===== src/logic/tbib_params.svh =====
// constants for the thermal and button interrupt bank
`ifndef TBIB_PARAMS_SVH
`define TBIB_PARAMS_SVH

// register offsets (byte wide registers)
`define TBIB_ADDR_THERM_LATCH 8'h20
`define TBIB_ADDR_THERM_GATE 8'h21
`define TBIB_ADDR_THERM_LEVEL 8'h22
`define TBIB_ADDR_BTN_LATCH 8'h24
`define TBIB_ADDR_BTN_GATE 8'h25
`define TBIB_ADDR_BTN_LEVEL 8'h26
`define TBIB_ADDR_DEB_CFG 8'h30
`define TBIB_ADDR_PIN_LEVEL 8'h31

// field positions
`define TBIB_BIT_LOWER_HEAT 0
`define TBIB_BIT_UPPER_HEAT 2
`define TBIB_BIT_PUSH 0
`define TBIB_BIT_HOLD_LO 1
`define TBIB_BIT_HOLD_HI 5
`define TBIB_DEB_FALL_LO 0
`define TBIB_DEB_RISE_LO 4

// implemented bits and reset values
`define TBIB_THERM_USED 8'h05
`define TBIB_BTN_USED 8'h3F
`define TBIB_LATCH_RESET 8'h00
`define TBIB_THERM_GATE_RESET 8'h05
`define TBIB_BTN_GATE_RESET 8'h3F
`define TBIB_DEB_CFG_RESET 8'h22

// timing
`define TBIB_CLK_PERIOD_NS 5
`define TBIB_TICK_PERIOD_NS 1000000
`define TBIB_TICK_CYCLES (`TBIB_TICK_PERIOD_NS / `TBIB_CLK_PERIOD_NS)
`define TBIB_TICK_MS 1
`define TBIB_HOLD1_MS 1000
`define TBIB_HOLD2_MS 2000
`define TBIB_HOLD3_MS 3000
`define TBIB_HOLD4_MS 4000
`define TBIB_HOLD8_MS 8000
`define TBIB_HOLD_CNT_W 14

`endif


===== src/logic/tbib_pkg.sv =====
// types shared by the thermal and button interrupt bank
package tbib_pkg;
  typedef logic [7:0] tbib_byte_t;
  typedef logic [7:0] tbib_addr_t;
  typedef enum logic {
    DEB_RELEASED,
    DEB_PRESSED
  } tbib_deb_state_t;
endpackage : tbib_pkg


===== src/logic/tbib_debounce.sv =====
// power button debouncer with separate press and release dwell
`timescale 1ns/10ps
`default_nettype none
module tbib_debounce (
  input wire logic i_clk, // system clock
  input wire logic i_rstn, // async reset, active low
  input wire logic i_tick, // millisecond enable pulse
  input wire logic i_pressed, // raw button, 1 = held low
  input wire logic [3:0] i_fall_ticks, // press dwell in ticks
  input wire logic [3:0] i_rise_ticks, // release dwell in ticks
  output logic o_level, // debounced push level
  output logic o_change // one-cycle pulse on level change
);
  import tbib_pkg::*;

  tbib_deb_state_t state_r;
  tbib_deb_state_t state_nxt;
  logic [3:0] cnt_r;
  logic [3:0] cnt_nxt;
  logic change_r;
  wire logic differ;
  wire logic [3:0] dwell;
  wire logic flip;

  // a release only counts after a completed press
  assign differ = (state_r == DEB_RELEASED) ? i_pressed : !i_pressed;
  assign dwell = (state_r == DEB_RELEASED) ? i_fall_ticks : i_rise_ticks;
  assign flip = differ && i_tick && (cnt_r >= dwell);

  always_comb begin
    state_nxt = state_r;
    cnt_nxt = cnt_r;
    if (!differ) begin
      cnt_nxt = 4'h0;
    end else if (flip) begin
      cnt_nxt = 4'h0;
    end else if (i_tick) begin
      cnt_nxt = cnt_r + 4'h1;
    end
    case (state_r)
      DEB_RELEASED: if (flip) state_nxt = DEB_PRESSED;
      DEB_PRESSED: if (flip) state_nxt = DEB_RELEASED;
      default: state_nxt = DEB_RELEASED;
    endcase
  end

  always_ff @(posedge i_clk or negedge i_rstn) begin
    if (!i_rstn) begin
      state_r <= DEB_RELEASED;
      cnt_r <= 4'h0;
      change_r <= 1'b0;
    end else begin
      state_r <= state_nxt;
      cnt_r <= cnt_nxt;
      change_r <= flip;
    end
  end

  assign o_level = (state_r == DEB_PRESSED);
  assign o_change = change_r;
endmodule : tbib_debounce
`default_nettype wire


===== src/logic/tbib_hold_timer.sv =====
// hold duration timer for the debounced power button
`timescale 1ns/10ps
`default_nettype none
`include "tbib_params.svh"
module tbib_hold_timer #(
  parameter int CNT_W = `TBIB_HOLD_CNT_W // width of the millisecond counter
) (
  input wire logic i_clk, // system clock
  input wire logic i_rstn, // async reset, active low
  input wire logic i_tick, // millisecond enable pulse
  input wire logic i_pressed, // debounced push level
  output logic [4:0] o_level, // held beyond 1,2,3,4,8 s
  output logic [4:0] o_event // one-cycle pulse per threshold reached
);
  import tbib_pkg::*;

  function automatic logic [CNT_W-1:0] hold_limit(input int idx);
    case (idx)
      0: hold_limit = CNT_W'(`TBIB_HOLD1_MS / `TBIB_TICK_MS);
      1: hold_limit = CNT_W'(`TBIB_HOLD2_MS / `TBIB_TICK_MS);
      2: hold_limit = CNT_W'(`TBIB_HOLD3_MS / `TBIB_TICK_MS);
      3: hold_limit = CNT_W'(`TBIB_HOLD4_MS / `TBIB_TICK_MS);
      default: hold_limit = CNT_W'(`TBIB_HOLD8_MS / `TBIB_TICK_MS);
    endcase
  endfunction : hold_limit

  logic [CNT_W-1:0] cnt_r;
  wire logic [CNT_W-1:0] cnt_nxt;
  logic [4:0] level_r;
  logic [4:0] event_r;
  wire logic [4:0] level_nxt;

  // counter saturates at the longest threshold so it never wraps
  assign cnt_nxt = !i_pressed ? '0 :
                   (i_tick && cnt_r != hold_limit(4)) ? cnt_r + CNT_W'(1) : cnt_r;

  genvar g;
  generate
    for (g = 0; g < 5; g++) begin : g_hold
      assign level_nxt[g] = i_pressed && (cnt_nxt >= hold_limit(g));
    end
  endgenerate

  always_ff @(posedge i_clk or negedge i_rstn) begin
    if (!i_rstn) begin
      cnt_r <= '0;
      level_r <= 5'h00;
      event_r <= 5'h00;
    end else begin
      cnt_r <= cnt_nxt;
      level_r <= level_nxt;
      event_r <= level_nxt & ~level_r;
    end
  end

  assign o_level = level_r;
  assign o_event = event_r;
endmodule : tbib_hold_timer
`default_nettype wire


===== src/logic/tbib_top.sv =====
// thermal and power button interrupt bank: latches, gates, levels, irq pin
`timescale 1ns/10ps
`default_nettype none
`include "tbib_params.svh"
module tbib_top #(
  parameter int TICK_CYCLES = `TBIB_TICK_CYCLES // clocks per millisecond tick
) (
  input wire logic I_CLK, // 200 MHz system clock
  input wire logic I_RSTN, // async reset, active low
  input wire tbib_pkg::tbib_addr_t I_ADDR, // register address
  input wire tbib_pkg::tbib_byte_t I_WDATA, // write data
  input wire logic I_WR, // write strobe
  input wire logic I_RD, // read strobe
  output tbib_pkg::tbib_byte_t O_RDATA, // read data, cycle after I_RD
  input wire logic I_TEMP_OVER_LOW, // die above 110 degrees
  input wire logic I_TEMP_OVER_HIGH, // die above 125 degrees
  input wire logic I_POWER_BUTTON_N, // power button, low = pressed
  input wire logic I_IRQ_REQUEST_N_I, // sensed level of request pin
  output logic O_IRQ_REQUEST_N_O, // request pin drive value
  output logic O_IRQ_REQUEST_N_OE // request pin drive enable
);
  import tbib_pkg::*;

  localparam int TICK_W = $clog2(TICK_CYCLES + 1);

  //////////////////////////////////////////////////////////////////////////////
  // millisecond enable

  logic [TICK_W-1:0] tick_cnt_r;
  logic tick_r;
  wire logic tick_wrap;

  assign tick_wrap = (tick_cnt_r == TICK_W'(TICK_CYCLES - 1));

  always_ff @(posedge I_CLK or negedge I_RSTN) begin
    if (!I_RSTN) begin
      tick_cnt_r <= '0;
      tick_r <= 1'b0;
    end else begin
      tick_cnt_r <= tick_wrap ? '0 : tick_cnt_r + TICK_W'(1);
      tick_r <= tick_wrap;
    end
  end

  //////////////////////////////////////////////////////////////////////////////
  // register decode

  wire logic hit_therm_latch;
  wire logic hit_therm_gate;
  wire logic hit_therm_level;
  wire logic hit_btn_latch;
  wire logic hit_btn_gate;
  wire logic hit_btn_level;
  wire logic hit_deb_cfg;
  wire logic hit_pin_level;

  assign hit_therm_latch = (I_ADDR == `TBIB_ADDR_THERM_LATCH);
  assign hit_therm_gate = (I_ADDR == `TBIB_ADDR_THERM_GATE);
  assign hit_therm_level = (I_ADDR == `TBIB_ADDR_THERM_LEVEL);
  assign hit_btn_latch = (I_ADDR == `TBIB_ADDR_BTN_LATCH);
  assign hit_btn_gate = (I_ADDR == `TBIB_ADDR_BTN_GATE);
  assign hit_btn_level = (I_ADDR == `TBIB_ADDR_BTN_LEVEL);
  assign hit_deb_cfg = (I_ADDR == `TBIB_ADDR_DEB_CFG);
  assign hit_pin_level = (I_ADDR == `TBIB_ADDR_PIN_LEVEL);

  //////////////////////////////////////////////////////////////////////////////
  // thermal levels and events

  logic [1:0] heat_level_r;
  wire logic [1:0] heat_now;
  wire logic [1:0] heat_cross;
  wire tbib_byte_t heat_level_byte;

  // comparator outputs arrive synchronous; the level register is the only history kept
  assign heat_now = {I_TEMP_OVER_HIGH, I_TEMP_OVER_LOW};
  assign heat_cross = heat_now ^ heat_level_r;

  always_ff @(posedge I_CLK or negedge I_RSTN) begin
    if (!I_RSTN) begin
      heat_level_r <= 2'b00;
    end else begin
      heat_level_r <= heat_now;
    end
  end

  assign heat_level_byte = {5'h00, heat_level_r[1], 1'b0, heat_level_r[0]};

  //////////////////////////////////////////////////////////////////////////////
  // button debounce and hold timing

  tbib_byte_t deb_cfg_r;
  wire logic push_level;
  wire logic push_change;
  wire logic [4:0] hold_level;
  wire logic [4:0] hold_event;
  wire tbib_byte_t btn_level_byte;

  tbib_debounce u_debounce (
    .i_clk(I_CLK),
    .i_rstn(I_RSTN),
    .i_tick(tick_r),
    .i_pressed(!I_POWER_BUTTON_N),
    .i_fall_ticks(deb_cfg_r[`TBIB_DEB_FALL_LO +: 4]),
    .i_rise_ticks(deb_cfg_r[`TBIB_DEB_RISE_LO +: 4]),
    .o_level(push_level),
    .o_change(push_change)
  );

  tbib_hold_timer u_hold_timer (
    .i_clk(I_CLK),
    .i_rstn(I_RSTN),
    .i_tick(tick_r),
    .i_pressed(push_level),
    .o_level(hold_level),
    .o_event(hold_event)
  );

  assign btn_level_byte = {2'b00, hold_level, push_level};

  //////////////////////////////////////////////////////////////////////////////
  // event latches, gates and config

  tbib_byte_t therm_latch_r;
  tbib_byte_t therm_gate_r;
  tbib_byte_t btn_latch_r;
  tbib_byte_t btn_gate_r;
  wire tbib_byte_t therm_set;
  wire tbib_byte_t btn_set;
  wire tbib_byte_t therm_clr;
  wire tbib_byte_t btn_clr;
  wire tbib_byte_t therm_latch_nxt;
  wire tbib_byte_t btn_latch_nxt;

  assign therm_set = {5'h00, heat_cross[1], 1'b0, heat_cross[0]};
  assign btn_set = {2'b00, hold_event, push_change};

  // a read clears the whole register; a write clears where it holds ones
  assign therm_clr = (I_RD && hit_therm_latch) ? `TBIB_THERM_USED :
                     (I_WR && hit_therm_latch) ? (I_WDATA & `TBIB_THERM_USED) : 8'h00;
  assign btn_clr = (I_RD && hit_btn_latch) ? `TBIB_BTN_USED :
                   (I_WR && hit_btn_latch) ? (I_WDATA & `TBIB_BTN_USED) : 8'h00;

  // set wins over clear so no event is lost in the clearing cycle
  assign therm_latch_nxt = (therm_latch_r & ~therm_clr) | therm_set;
  assign btn_latch_nxt = (btn_latch_r & ~btn_clr) | btn_set;

  always_ff @(posedge I_CLK or negedge I_RSTN) begin
    if (!I_RSTN) begin
      therm_latch_r <= `TBIB_LATCH_RESET;
      btn_latch_r <= `TBIB_LATCH_RESET;
    end else begin
      therm_latch_r <= therm_latch_nxt;
      btn_latch_r <= btn_latch_nxt;
    end
  end

  always_ff @(posedge I_CLK or negedge I_RSTN) begin
    if (!I_RSTN) begin
      therm_gate_r <= `TBIB_THERM_GATE_RESET;
      btn_gate_r <= `TBIB_BTN_GATE_RESET;
      deb_cfg_r <= `TBIB_DEB_CFG_RESET;
    end else if (I_WR) begin
      if (hit_therm_gate) therm_gate_r <= I_WDATA & `TBIB_THERM_USED;
      if (hit_btn_gate) btn_gate_r <= I_WDATA & `TBIB_BTN_USED;
      if (hit_deb_cfg) deb_cfg_r <= I_WDATA;
    end
  end

  //////////////////////////////////////////////////////////////////////////////
  // read path

  tbib_byte_t rd_mux;
  tbib_byte_t rdata_r;

  always_comb begin
    if (hit_therm_latch) begin
      rd_mux = therm_latch_r;
    end else if (hit_therm_gate) begin
      rd_mux = therm_gate_r;
    end else if (hit_therm_level) begin
      rd_mux = heat_level_byte;
    end else if (hit_btn_latch) begin
      rd_mux = btn_latch_r;
    end else if (hit_btn_gate) begin
      rd_mux = btn_gate_r;
    end else if (hit_btn_level) begin
      rd_mux = btn_level_byte;
    end else if (hit_deb_cfg) begin
      rd_mux = deb_cfg_r;
    end else if (hit_pin_level) begin
      rd_mux = {7'h00, I_IRQ_REQUEST_N_I};
    end else begin
      rd_mux = 8'h00;
    end
  end

  // data stand for one cycle only, zero otherwise
  always_ff @(posedge I_CLK or negedge I_RSTN) begin
    if (!I_RSTN) begin
      rdata_r <= 8'h00;
    end else begin
      rdata_r <= I_RD ? rd_mux : 8'h00;
    end
  end

  assign O_RDATA = rdata_r;

  //////////////////////////////////////////////////////////////////////////////
  // interrupt request pin

  wire tbib_byte_t therm_live;
  wire tbib_byte_t btn_live;
  wire logic irq_pending;

  assign therm_live = therm_latch_r & ~therm_gate_r;
  assign btn_live = btn_latch_r & ~btn_gate_r;
  assign irq_pending = (|therm_live) || (|btn_live);

  // open drain: only ever drives low, released pin floats high outside
  assign O_IRQ_REQUEST_N_O = 1'b0;
  assign O_IRQ_REQUEST_N_OE = irq_pending;
endmodule : tbib_top
`default_nettype wire


===== config.mk =====
export PLATFORM = sky130hd
export DESIGN_NAME = tbib_top
export DESIGN_NICKNAME = d
export VERILOG_FILES = /design/src/logic/tbib_pkg.sv /design/src/logic/tbib_debounce.sv /design/src/logic/tbib_hold_timer.sv /design/src/logic/tbib_top.sv
export VERILOG_INCLUDE_DIRS = /design/src /design/src/logic
export SDC_FILE = /design/constraint.sdc
export NUM_CORES = 1
export LEC_CHECK = 0
export BUFFER_PORTS_ARGS = -buffer_cell sky130_fd_sc_hd__buf_2
export CAP_MARGIN = 20
export CELL_PAD_IN_SITES_DETAIL_PLACEMENT = 1
export CELL_PAD_IN_SITES_GLOBAL_PLACEMENT = 1
export CORE_ASPECT_RATIO = 0.75
export CORE_MARGIN = 5
export CORE_UTILIZATION = 41
export DETAILED_ROUTE_END_ITERATION = 7
export PLACE_DENSITY = 0.76
export SLEW_MARGIN = 15
export SYNTH_ARGS = -nofsm -noshare
export SYNTH_HDL_FRONTEND = slang
export SYNTH_HIERARCHICAL = 1
export SYNTH_SLANG_ARGS = --single-unit

===== constraint.sdc =====
create_clock -name I_CLK -period 3.52 [get_ports I_CLK]
set_input_delay 0.352 -clock I_CLK [delete_from_list [all_inputs] [get_ports I_CLK]]
set_output_delay 0.352 -clock I_CLK [all_outputs]
set_load 0.1 [all_outputs]

Yosys cells after proc, flatten, opt, wreduce, memory -nomap -nowiden
Cells that the tools add are included.
Word-level totals
  register bits: 91
  logic and storage cells: 92
Cells by class
  $add $sub $neg: 3
  $lt $le $gt $ge: 6
  equal/unequal tests: 11
  muxes and demuxes: 24
  bitwise logic cells: 14
  reductions and logical operators: 19
Operators by type and width (number)
  $eq A8 B6 Y1 const B: 8
  $mux W8: 8
  $and A8 B8 Y8: 4
  $ge A14 B12 Y1 const B: 2
  $mux W14: 2
  $add A18 B1 Y18 const B: 1
  $eq A18 B18 Y1 const B: 1
  $mux W18: 1
  $mux W4: 4
  $not A3 Y8: 2
  $not A6 Y8: 2
  $reduce_or A8 Y1: 2
  $add A14 B1 Y14 const B: 1
  $ge A14 B10 Y1 const B: 1
  $ge A14 B11 Y1 const B: 1
  $ge A14 B13 Y1 const B: 1
  $ne A14 B13 Y1 const B: 1
  $logic_and A1 B1 Y1: 12
  $mux W6: 2
  $or A8 B3 Y8: 1
  $or A8 B6 Y8: 1
  $mux W3: 2
  $reduce_and A2 Y1: 3
  $and A5 B5 Y5: 1
  10 further kinds: 13

Depth between registers and ports, before layout
Gate-level depths: netlist of run 1.
  depth in word-level cells: 10
  depth in mapped cells: 8

Cells and area by module
Netlist of run 1, hierarchy kept.
Modules (own cells, without submodules)
  tbib_top: instances 1, cells an instance 248, area each 2642.5 um^2
  tbib_hold_timer: instances 1, cells an instance 148, area each 1412.6 um^2
  tbib_debounce: instances 1, cells an instance 45, area each 460.4 um^2

Worst setup path before layout of run 1
OpenSTA, ideal clock, no wires.
  kind: register -> register
  start: reg u_debounce.state_r, in the netlist u_debounce/o_level
  end: reg u_debounce.state_r, in the netlist u_debounce/o_level
  library setup time: 0.122 ns
  arrival: 1.855 ns
  data required time: 3.398 ns
  slack: 1.543 ns
  cell stages (with the launch flop): 8
  clock period less this slack: 1.977 ns
  cells stage by stage: dfrtp_1 -> buf_4 -> mux2_2 -> ha_1 -> nand2b_1 -> a31oi_2 -> o21bai_2 -> a32o_1
On the way
  cells in the longest elaborated chain, start to end: 5
  elaborated cells on any way between the ends: 9
RTL lines
  start: declaration: line tbib_debounce.sv:16  | tbib_deb_state_t state_r;
  start signal: assignment: line tbib_debounce.sv:53  | state_r <= state_nxt;
  $mux W4 or $mux W1 (tied branches): line tbib_debounce.sv:27, tbib_debounce.sv:26
  $ge A4 B4 Y1 or $logic_and A1 B1 Y1 (tied branches): line tbib_debounce.sv:28  | assign flip = differ && i_tick && (cnt_r >= dwell);
  $logic_and A1 B1 Y1: line tbib_debounce.sv:28
  $mux W1 (on tied branches): line tbib_debounce.sv:42, tbib_debounce.sv:41
  $pmux W1 S2 (*): line tbib_debounce.sv:40  | case (state_r)
  via u_debounce.state_nxt: line tbib_debounce.sv:17  | tbib_deb_state_t state_nxt;
The timed path passes the listed nets; every way through them passes the cells marked *.
A chain may end at the register's enable or synchronous reset.

Final worst setup path of run 1
  start: reg tick_r
  end: reg u_hold_timer.event_r[4], in the netlist u_hold_timer/o_event[4]
On the way
  cells in the longest elaborated chain, start to end: 6
RTL lines
  start: declaration: line tbib_top.sv:30  | logic tick_r;
  start signal: assignment: line tbib_top.sv:41  | tick_r <= tick_wrap;
  $logic_and A1 B1 Y1: line tbib_hold_timer.sv:35  | (i_tick && cnt_r != hold_limit(4)) ? cnt_r + CNT_W'(1) : cnt_r;
  $mux W14: line tbib_hold_timer.sv:35
  $mux W14: line tbib_hold_timer.sv:34  | assign cnt_nxt = !i_pressed ? '0 :
  via u_hold_timer.cnt_nxt[11]: line tbib_hold_timer.sv:28  | wire logic [CNT_W-1:0] cnt_nxt;
  $ge A14 B13 Y1: line tbib_hold_timer.sv:40  | assign level_nxt[g] = i_pressed && (cnt_nxt >= hold_limit(g));
  $logic_and A1 B1 Y1: line tbib_hold_timer.sv:40
  $and A5 B5 Y5: line tbib_hold_timer.sv:52  | event_r <= level_nxt & ~level_r;
  end signal: assignment: line tbib_hold_timer.sv:52
  end: declaration: line tbib_hold_timer.sv:30  | logic [4:0] event_r;
The timed path passes the listed nets, and every way through them passes these cells.

==> results of run 1 <==
sequential cells by signal, indices dropped and copies added, names as in the netlist, 2 cells and up:
name	cells
u_debounce/cnt_r	4
heat_level_r	2
u_hold_timer/o_event	5
u_hold_timer/o_level	5
O_RDATA	8
btn_gate_r	6
therm_gate_r	2
tick_cnt_r	18
therm_latch_r	2
u_hold_timer/cnt_r	14
deb_cfg_r	8
btn_latch_r	6
worst max-delay path by stage:
stage / from / end / slack, ps / cells after the start
after floorplan: u_debounce/o_level / u_debounce/o_level / 1540 / 7
after global placement: tick_r / u_hold_timer/o_event[4] / 1120 / 5
after detailed placement: tick_r / u_hold_timer/o_event[4] / 900 / 5
after CTS: tick_r / u_hold_timer/o_event[4] / 850 / 5
after global routing: tick_r / u_hold_timer/o_event[4] / 610 / 5
final: tick_r / u_hold_timer/o_event[4] / 860 / 5
area by class of cell:
| type | instances | area, µm² | area share |
|---|---|---|---|
| Sequential cell | 83 | 2090 | 0.4153 |
| Multi-Input combinational cell | 313 | 2238 | 0.4449 |
| Timing Repair Buffer | 33 | 173.9 | 0.03457 |
| Clock inverter | 3 | 15.01 | 0.002984 |
| Inverter | 23 | 86.33 | 0.01716 |
| Clock buffer | 11 | 252.7 | 0.05024 |
| Tap cell | 140 | 175.2 | 0.03482 |
kinds of logic after synthesis:
kind of cell | share of synthesized area
and+or+nand+nor | 0.2120
DFF | 0.4627
muxes | 0.06456
AOI/OAI and AO/OA | 0.1480
buffers and inverters | 0.04156
xor gates and xnor gates | 0.04821
adders and majority gates | 0.02217
other | 0.0008305
power groups by stage:
stage	sequential (mW)	clock (mW)	combinational [mW]
after floorplan	0.994	0	0.0590
after global placement	0.994	0	0.109
after detailed placement	0.994	0	0.112
after CTS	0.977	0.894	0.113
after global routing	0.978	0.934	0.126
final	0.977	0.866	0.112
cell usage after synthesis, drive strengths merged (5+ instances only):
master / number
nor3: 6
mux2: 17
clkbuf: 11
nand2: 30
dfstp: 10
dfrtp: 73
a311oi: 5
xnor2: 11
and3: 8
xor2: 13
nand3: 16
o211ai: 5
nand2b: 12
nand4: 12
inv: 23
and2: 6
a21oi: 23
o22ai: 6
mux2i: 10
and4: 7
ha: 8
nor2b: 5
or4b: 5
o21ai: 27
nor2: 20
buf: 11
nor4: 6
layer usage:
metal	global-route usage	up-vias	wire length, µm
met4	0.04153	0	108
met2	0.3124	52	5595
met1	0.2404	1791	5384
met3	0.04591	9	390
li1	-	1654	-
met5	0	-	0
==> flow_metrics.py, run 1 <==
metrics = {
    "finish": {
        "layout_common_cells": "dfrtp_1 (73), buf_2 (31), nand2_1 (28)",
        "diodes": 0,
        "fillCellCount": 1213,
        "fin_area_um2": 5031,
        "drive_above_1_share": 0.1974,
        "final_core_util": 0.4633,
        "areaGrowthSynthToFinish_pct": 11.42,
        "num-nets-final": 495,
        "layout_commonest_cell": "dfrtp_1",
        "final_cells": 606,
    },
    "yosys": {
        "post_synth_inst_count": 441,
        "synth_top_area_frac": 0.4045,
        "yosys_register_bits": 83,
        "avgSynthCellArea_um2": 10.24,
        "ys.flop_type": "dfrtp_1",
        "synth_edf_count": 0,
        "synth_cell_type_count": 68,
        "synth.area.top_cells": "dfrtp_1 (40%), dfstp_2 (5.8%), mux2_2 (4.0%)",
        "netlist_area_um2": 4516,
        "seq_area_frac_synth": 0.4627,
        "syn_nets": 473,
        "synth_largest_area_cell": "dfrtp_1",
        "yosys_warnings": 6,
        "synthArstFlopShare": 1.000,
    },
    "worst_setup_path": {
        "cpPeakStageDelay_ps": 690,
        "worstReg2RegEnd": "u_hold_timer/o_event[4]",
        "crit_required_ps": 3760,
        "path_class": "flop to flop",
        "cp_cell_sequence": "nand4_4, nor4_1, mux2i_1, nand3_1, o31ai_2",
        "rrSetupSlack_ps": 860,
        "cp-start-kind": "flop",
        "cp_max_fo": 19,
        "cpLargestDelayFamily": "simple AND/OR/NAND/NOR gates",
        "rr_worst_depth": 5,
        "cp-end-kind": "flop",
        "cp_slowest_cell": "dfrtp_1",
        "path_buf_inv": 0,
        "r2r-start": "tick_r",
        "arrival_ps": 2900,
    },
    "sta": {
        "rsz0062_at_grt": "false",
        "min_period_ps": 2662,
        "holdWs_ps": 74.92,
        "max_freq_ghz": 0.3756,
        "tightestPinTransition_ps": 851.7,
        "max-slew-margin-rel": 0.4291,
        "slew_violations": 0,
        "fin_ws_ps": 857.7,
        "finClkSkew_ps": 6.499,
        "hold_viol": 0,
        "setup_tns_ps": 0,
        "setup_viol": 0,
        "post-route-period-util": 0.7563,
    },
    "power_and_ir_drop": {
        "p_seq_frac": 0.500,
        "p_leak_nw": 2.172,
        "internal_power_mw": 1.509,
        "combPwrFrac": 0.057,
        "irDropWorstVdd_uv": 243.3,
        "total_power_mw": 1.956,
        "power.density_cell_area_nw_per_um2": 388.7,
        "p_switching_uw": 446.6,
        "p_sw_frac": 0.2284,
        "p_clk_frac": 0.443,
    },
    "global_route": {
        "grt_pass1_wl_um": 19750,
        "grtUsageTotal": 0.1844,
        "overflow": 0,
        "antenna_found_initial": 0,
        "grt_pass1_vias": 3743,
        "grt_start_max_net_pins": 84,
    },
    "clocking": {
        "path_clk_slew_ps": 60,
        "cts_setup_buffers": 0,
        "cts_hold_buffers": 0,
        "clock_path_buffers": 2,
        "numCtsBuffers": 9,
        "cts_sinks": 83,
        "post_cts_resized": 0,
        "insertion_delay_ps": 340,
        "cts_tree": "built",
        "htreeDepth": 3,
        "cts_root_buffer": "clkbuf_16",
    },
    "floorplanning": {
        "die_area_um2": 13230,
        "io_pins": 34,
        "rows": 33,
        "dieWidth_um": 131.2,
        "core_area_um2": 10860,
        "die_h_um": 100.9,
        "initial_utilization": 0.4158,
    },
    "place": {
        "place_hpwl_um": 8250,
        "place_inst": 592,
        "port_buffers": 32,
        "globalplace.congestion": 0.8335,
        "pre_cts_ws_ps": 899.1,
        "place_area_um2": 4760,
    },
    "drt": {
        "totalWireLength_um": 11480,
        "dr_total_vias": 3506,
        "drt_iter0_drc": 199,
        "route.detailed.drc": 0,
        "antenna_left": 0,
        "routedWlPerCell_um": 18.94,
        "dr.pass1.iters": 4,
        "viasPerCell": 5.785,
    },
    "status": {
        "status": "complete, no violations",
    },
    "run": {
        "drv_cap": 0,
    },
    "hold_path": {
        "hold_class": "primary input to async pin",
    },
}
No activity file was read; power rests on OpenSTA's default activity.
==> run 2, diff against run 1 <==
==> constraint.sdc (replaced) <==
create_clock -name I_CLK -period 2.8 [get_ports I_CLK]
set_input_delay 0.28 -clock I_CLK [delete_from_list [all_inputs] [get_ports I_CLK]]
set_output_delay 0.28 -clock I_CLK [all_outputs]
set_load 0.1 [all_outputs]
==> run 2 against run 1 <==
Effect of this change:
- the run now ends with negative hold slack left
- critical endpoint is now u_hold_timer/o_event[1]
- combinational power increased by 27%
- critical path depth up 1
- largest cell class unchanged
- sequential share of layout area fell by 0.59 points
- die area did not move
- cell count increased by 0.83%
==> flow_metrics.py, run 2 (same netlist as run 1, synthesis figures left out) <==
metrics = {
    "sta": {
        "max_freq_ghz": 0.4192,
        "post-route-period-util": 0.8520,
        "max-slew-margin-rel": 0.4797,
        "setup_tns_ps": 0,
        "finClkSkew_ps": 11.76,
        "setup_viol": 0,
        "min_period_ps": 2386,
        "hold_viol": 16,
        "rsz0062_at_grt": "false",
        "slew_violations": 0,
        "holdWs_ps": -65.65,
        "tightestPinTransition_ps": 780.5,
    },
    "power_and_ir_drop": {
        "total_power_mw": 2.643,
        "power.density_cell_area_nw_per_um2": 517.8,
        "internal_power_mw": 2.046,
        "p_leak_nw": 2.201,
        "p_switching_uw": 596.9,
        "combPwrFrac": 0.054,
        "irDropWorstVdd_uv": 306.3,
        "p_clk_frac": 0.481,
        "p_seq_frac": 0.465,
        "p_sw_frac": 0.2259,
    },
    "drt": {
        "routedWlPerCell_um": 19.04,
        "route.detailed.drc": 0,
        "drt_iter0_drc": 264,
        "viasPerCell": 5.795,
        "wl_met1_um": 5430,
        "antenna_left": 0,
        "totalWireLength_um": 11630,
        "wl_met2_um": 5621,
        "top_layer": "met4",
        "dr_total_vias": 3541,
        "wl_met3_um": 493,
        "dr.pass1.iters": 4,
    },
    "finish": {
        "final_cells": 611,
        "areaGrowthSynthToFinish_pct": 13.02,
        "largest_reg_flops": 18,
        "num-nets-final": 498,
        "diodes": 0,
        "layout_commonest_cell": "dfrtp_1",
        "layout_common_cells": "dfrtp_1 (73), buf_2 (31), nand2_1 (28)",
        "top_register": "tick_cnt_r",
        "top_regs": "tick_cnt_r: 18 flops, u_hold_timer/cnt_r: 14 flops",
        "drive_above_1_share": 0.2038,
    },
    "floorplanning": {
        "die_h_um": 100.9,
        "dieWidth_um": 131.2,
        "rows": 33,
        "core_area_um2": 10860,
        "initial_utilization": 0.4158,
        "io_pins": 34,
        "die_area_um2": 13230,
    },
    "global_route": {
        "grt_pass1_vias": 3734,
        "grt_pass1_wl_um": 19580,
        "overflow": 0,
        "antenna_found_initial": 0,
        "grt_start_max_net_pins": 84,
        "grtUsageTotal": 0.1829,
    },
    "worst_setup_path": {
        "rrSetupSlack_ps": 410,
        "cp-end-kind": "flop",
        "cp_max_fo": 9,
        "arrival_ps": 2640,
        "crit_required_ps": 3050,
        "r2r-start": "u_hold_timer/cnt_r[0]",
        "worstReg2RegEnd": "u_hold_timer/o_event[1]",
        "path_class": "flop to flop",
        "rr_worst_depth": 6,
        "cp-start-kind": "flop",
    },
    "hold_path": {
        "hold_class": "primary input to async pin",
    },
    "clocking": {
        "insertion_delay_ps": 340,
        "path_clk_slew_ps": 60,
        "cts_setup_buffers": 0,
        "cts_root_buffer": "clkbuf_16",
        "cts_sinks": 83,
        "clock_path_buffers": 2,
        "post_cts_resized": 0,
        "htreeDepth": 3,
        "numCtsBuffers": 9,
        "cts_hold_buffers": 0,
        "cts_tree": "built",
    },
    "place": {
        "port_buffers": 32,
        "place_inst": 595,
        "place_hpwl_um": 8253,
        "globalplace.congestion": 0.8745,
    },
    "status": {
        "violations": "negative hold slack",
        "status": "complete, but fails checks",
    },
    "run": {
        "drv_cap": 0,
    },
}
run 2: critical path: stages (launching register included):
cell and delay, ps:
dfrtp_1 530, ha_1 400, nor2b_1 220, a31oi_1 100, o31ai_1 560, o2111ai_1 300, a21oi_1 190
run 2: layout make-up:
class | instances | area, µm²
fill | 1233 | 5756
multi-input combinational | 313 | 2238
sequential | 83 | 2090
clock buffer | 10 | 229.0
timing repair buffer | 36 | 196.4
tap | 140 | 175.2
clock inverter | 6 | 88.84
inverter | 23 | 86.33
run 2: power groups by stage:
stage | registers [mW] | logic, mW | clock network (mW)
2_1_floorplan | 1.25 | 0.0741 | 0
3_3_place_gp | 1.25 | 0.138 | 0
3_5_place_dp | 1.25 | 0.142 | 0
4_1_cts | 1.23 | 0.144 | 1.30
5_1_grt | 1.23 | 0.159 | 1.35
6_report | 1.23 | 0.142 | 1.27
run 2: worst max path at each step:
stage | startpoint | to | cells after the start
final | u_hold_timer/cnt_r[0] | u_hold_timer/o_event[1] | 6
after global routing | tick_r | u_hold_timer/o_event[4] | 5
after CTS | u_hold_timer/cnt_r[0] | u_hold_timer/o_event[4] | 6
after detailed placement | u_hold_timer/cnt_r[0] | u_hold_timer/o_event[4] | 6
after global placement | u_hold_timer/cnt_r[0] | u_hold_timer/o_event[4] | 6
after floorplan | u_debounce/o_level | u_debounce/o_level | 7
run 2: layer usage:
layer,global-route usage,vias up
li1,-,1667
met4,0.04393,0
met1,0.2415,1806
met3,0.04790,5
met5,0,-
met2,0.3027,63
run 2: metrics by stage:
stage / worst slack, ps / instance area (µm²) / util
2_1_floorplan: 823.3 / 4516 / -
3_5_place_dp: 479.3 / 4782 / 0.4404
6_report: 414.3 / 5104 / 0.4700
4_1_cts: 449.4 / 5100 / 0.4696
3_3_place_gp: 581.2 / 4782 / 0.4404
5_1_grt: 227.3 / 5104 / 0.4700
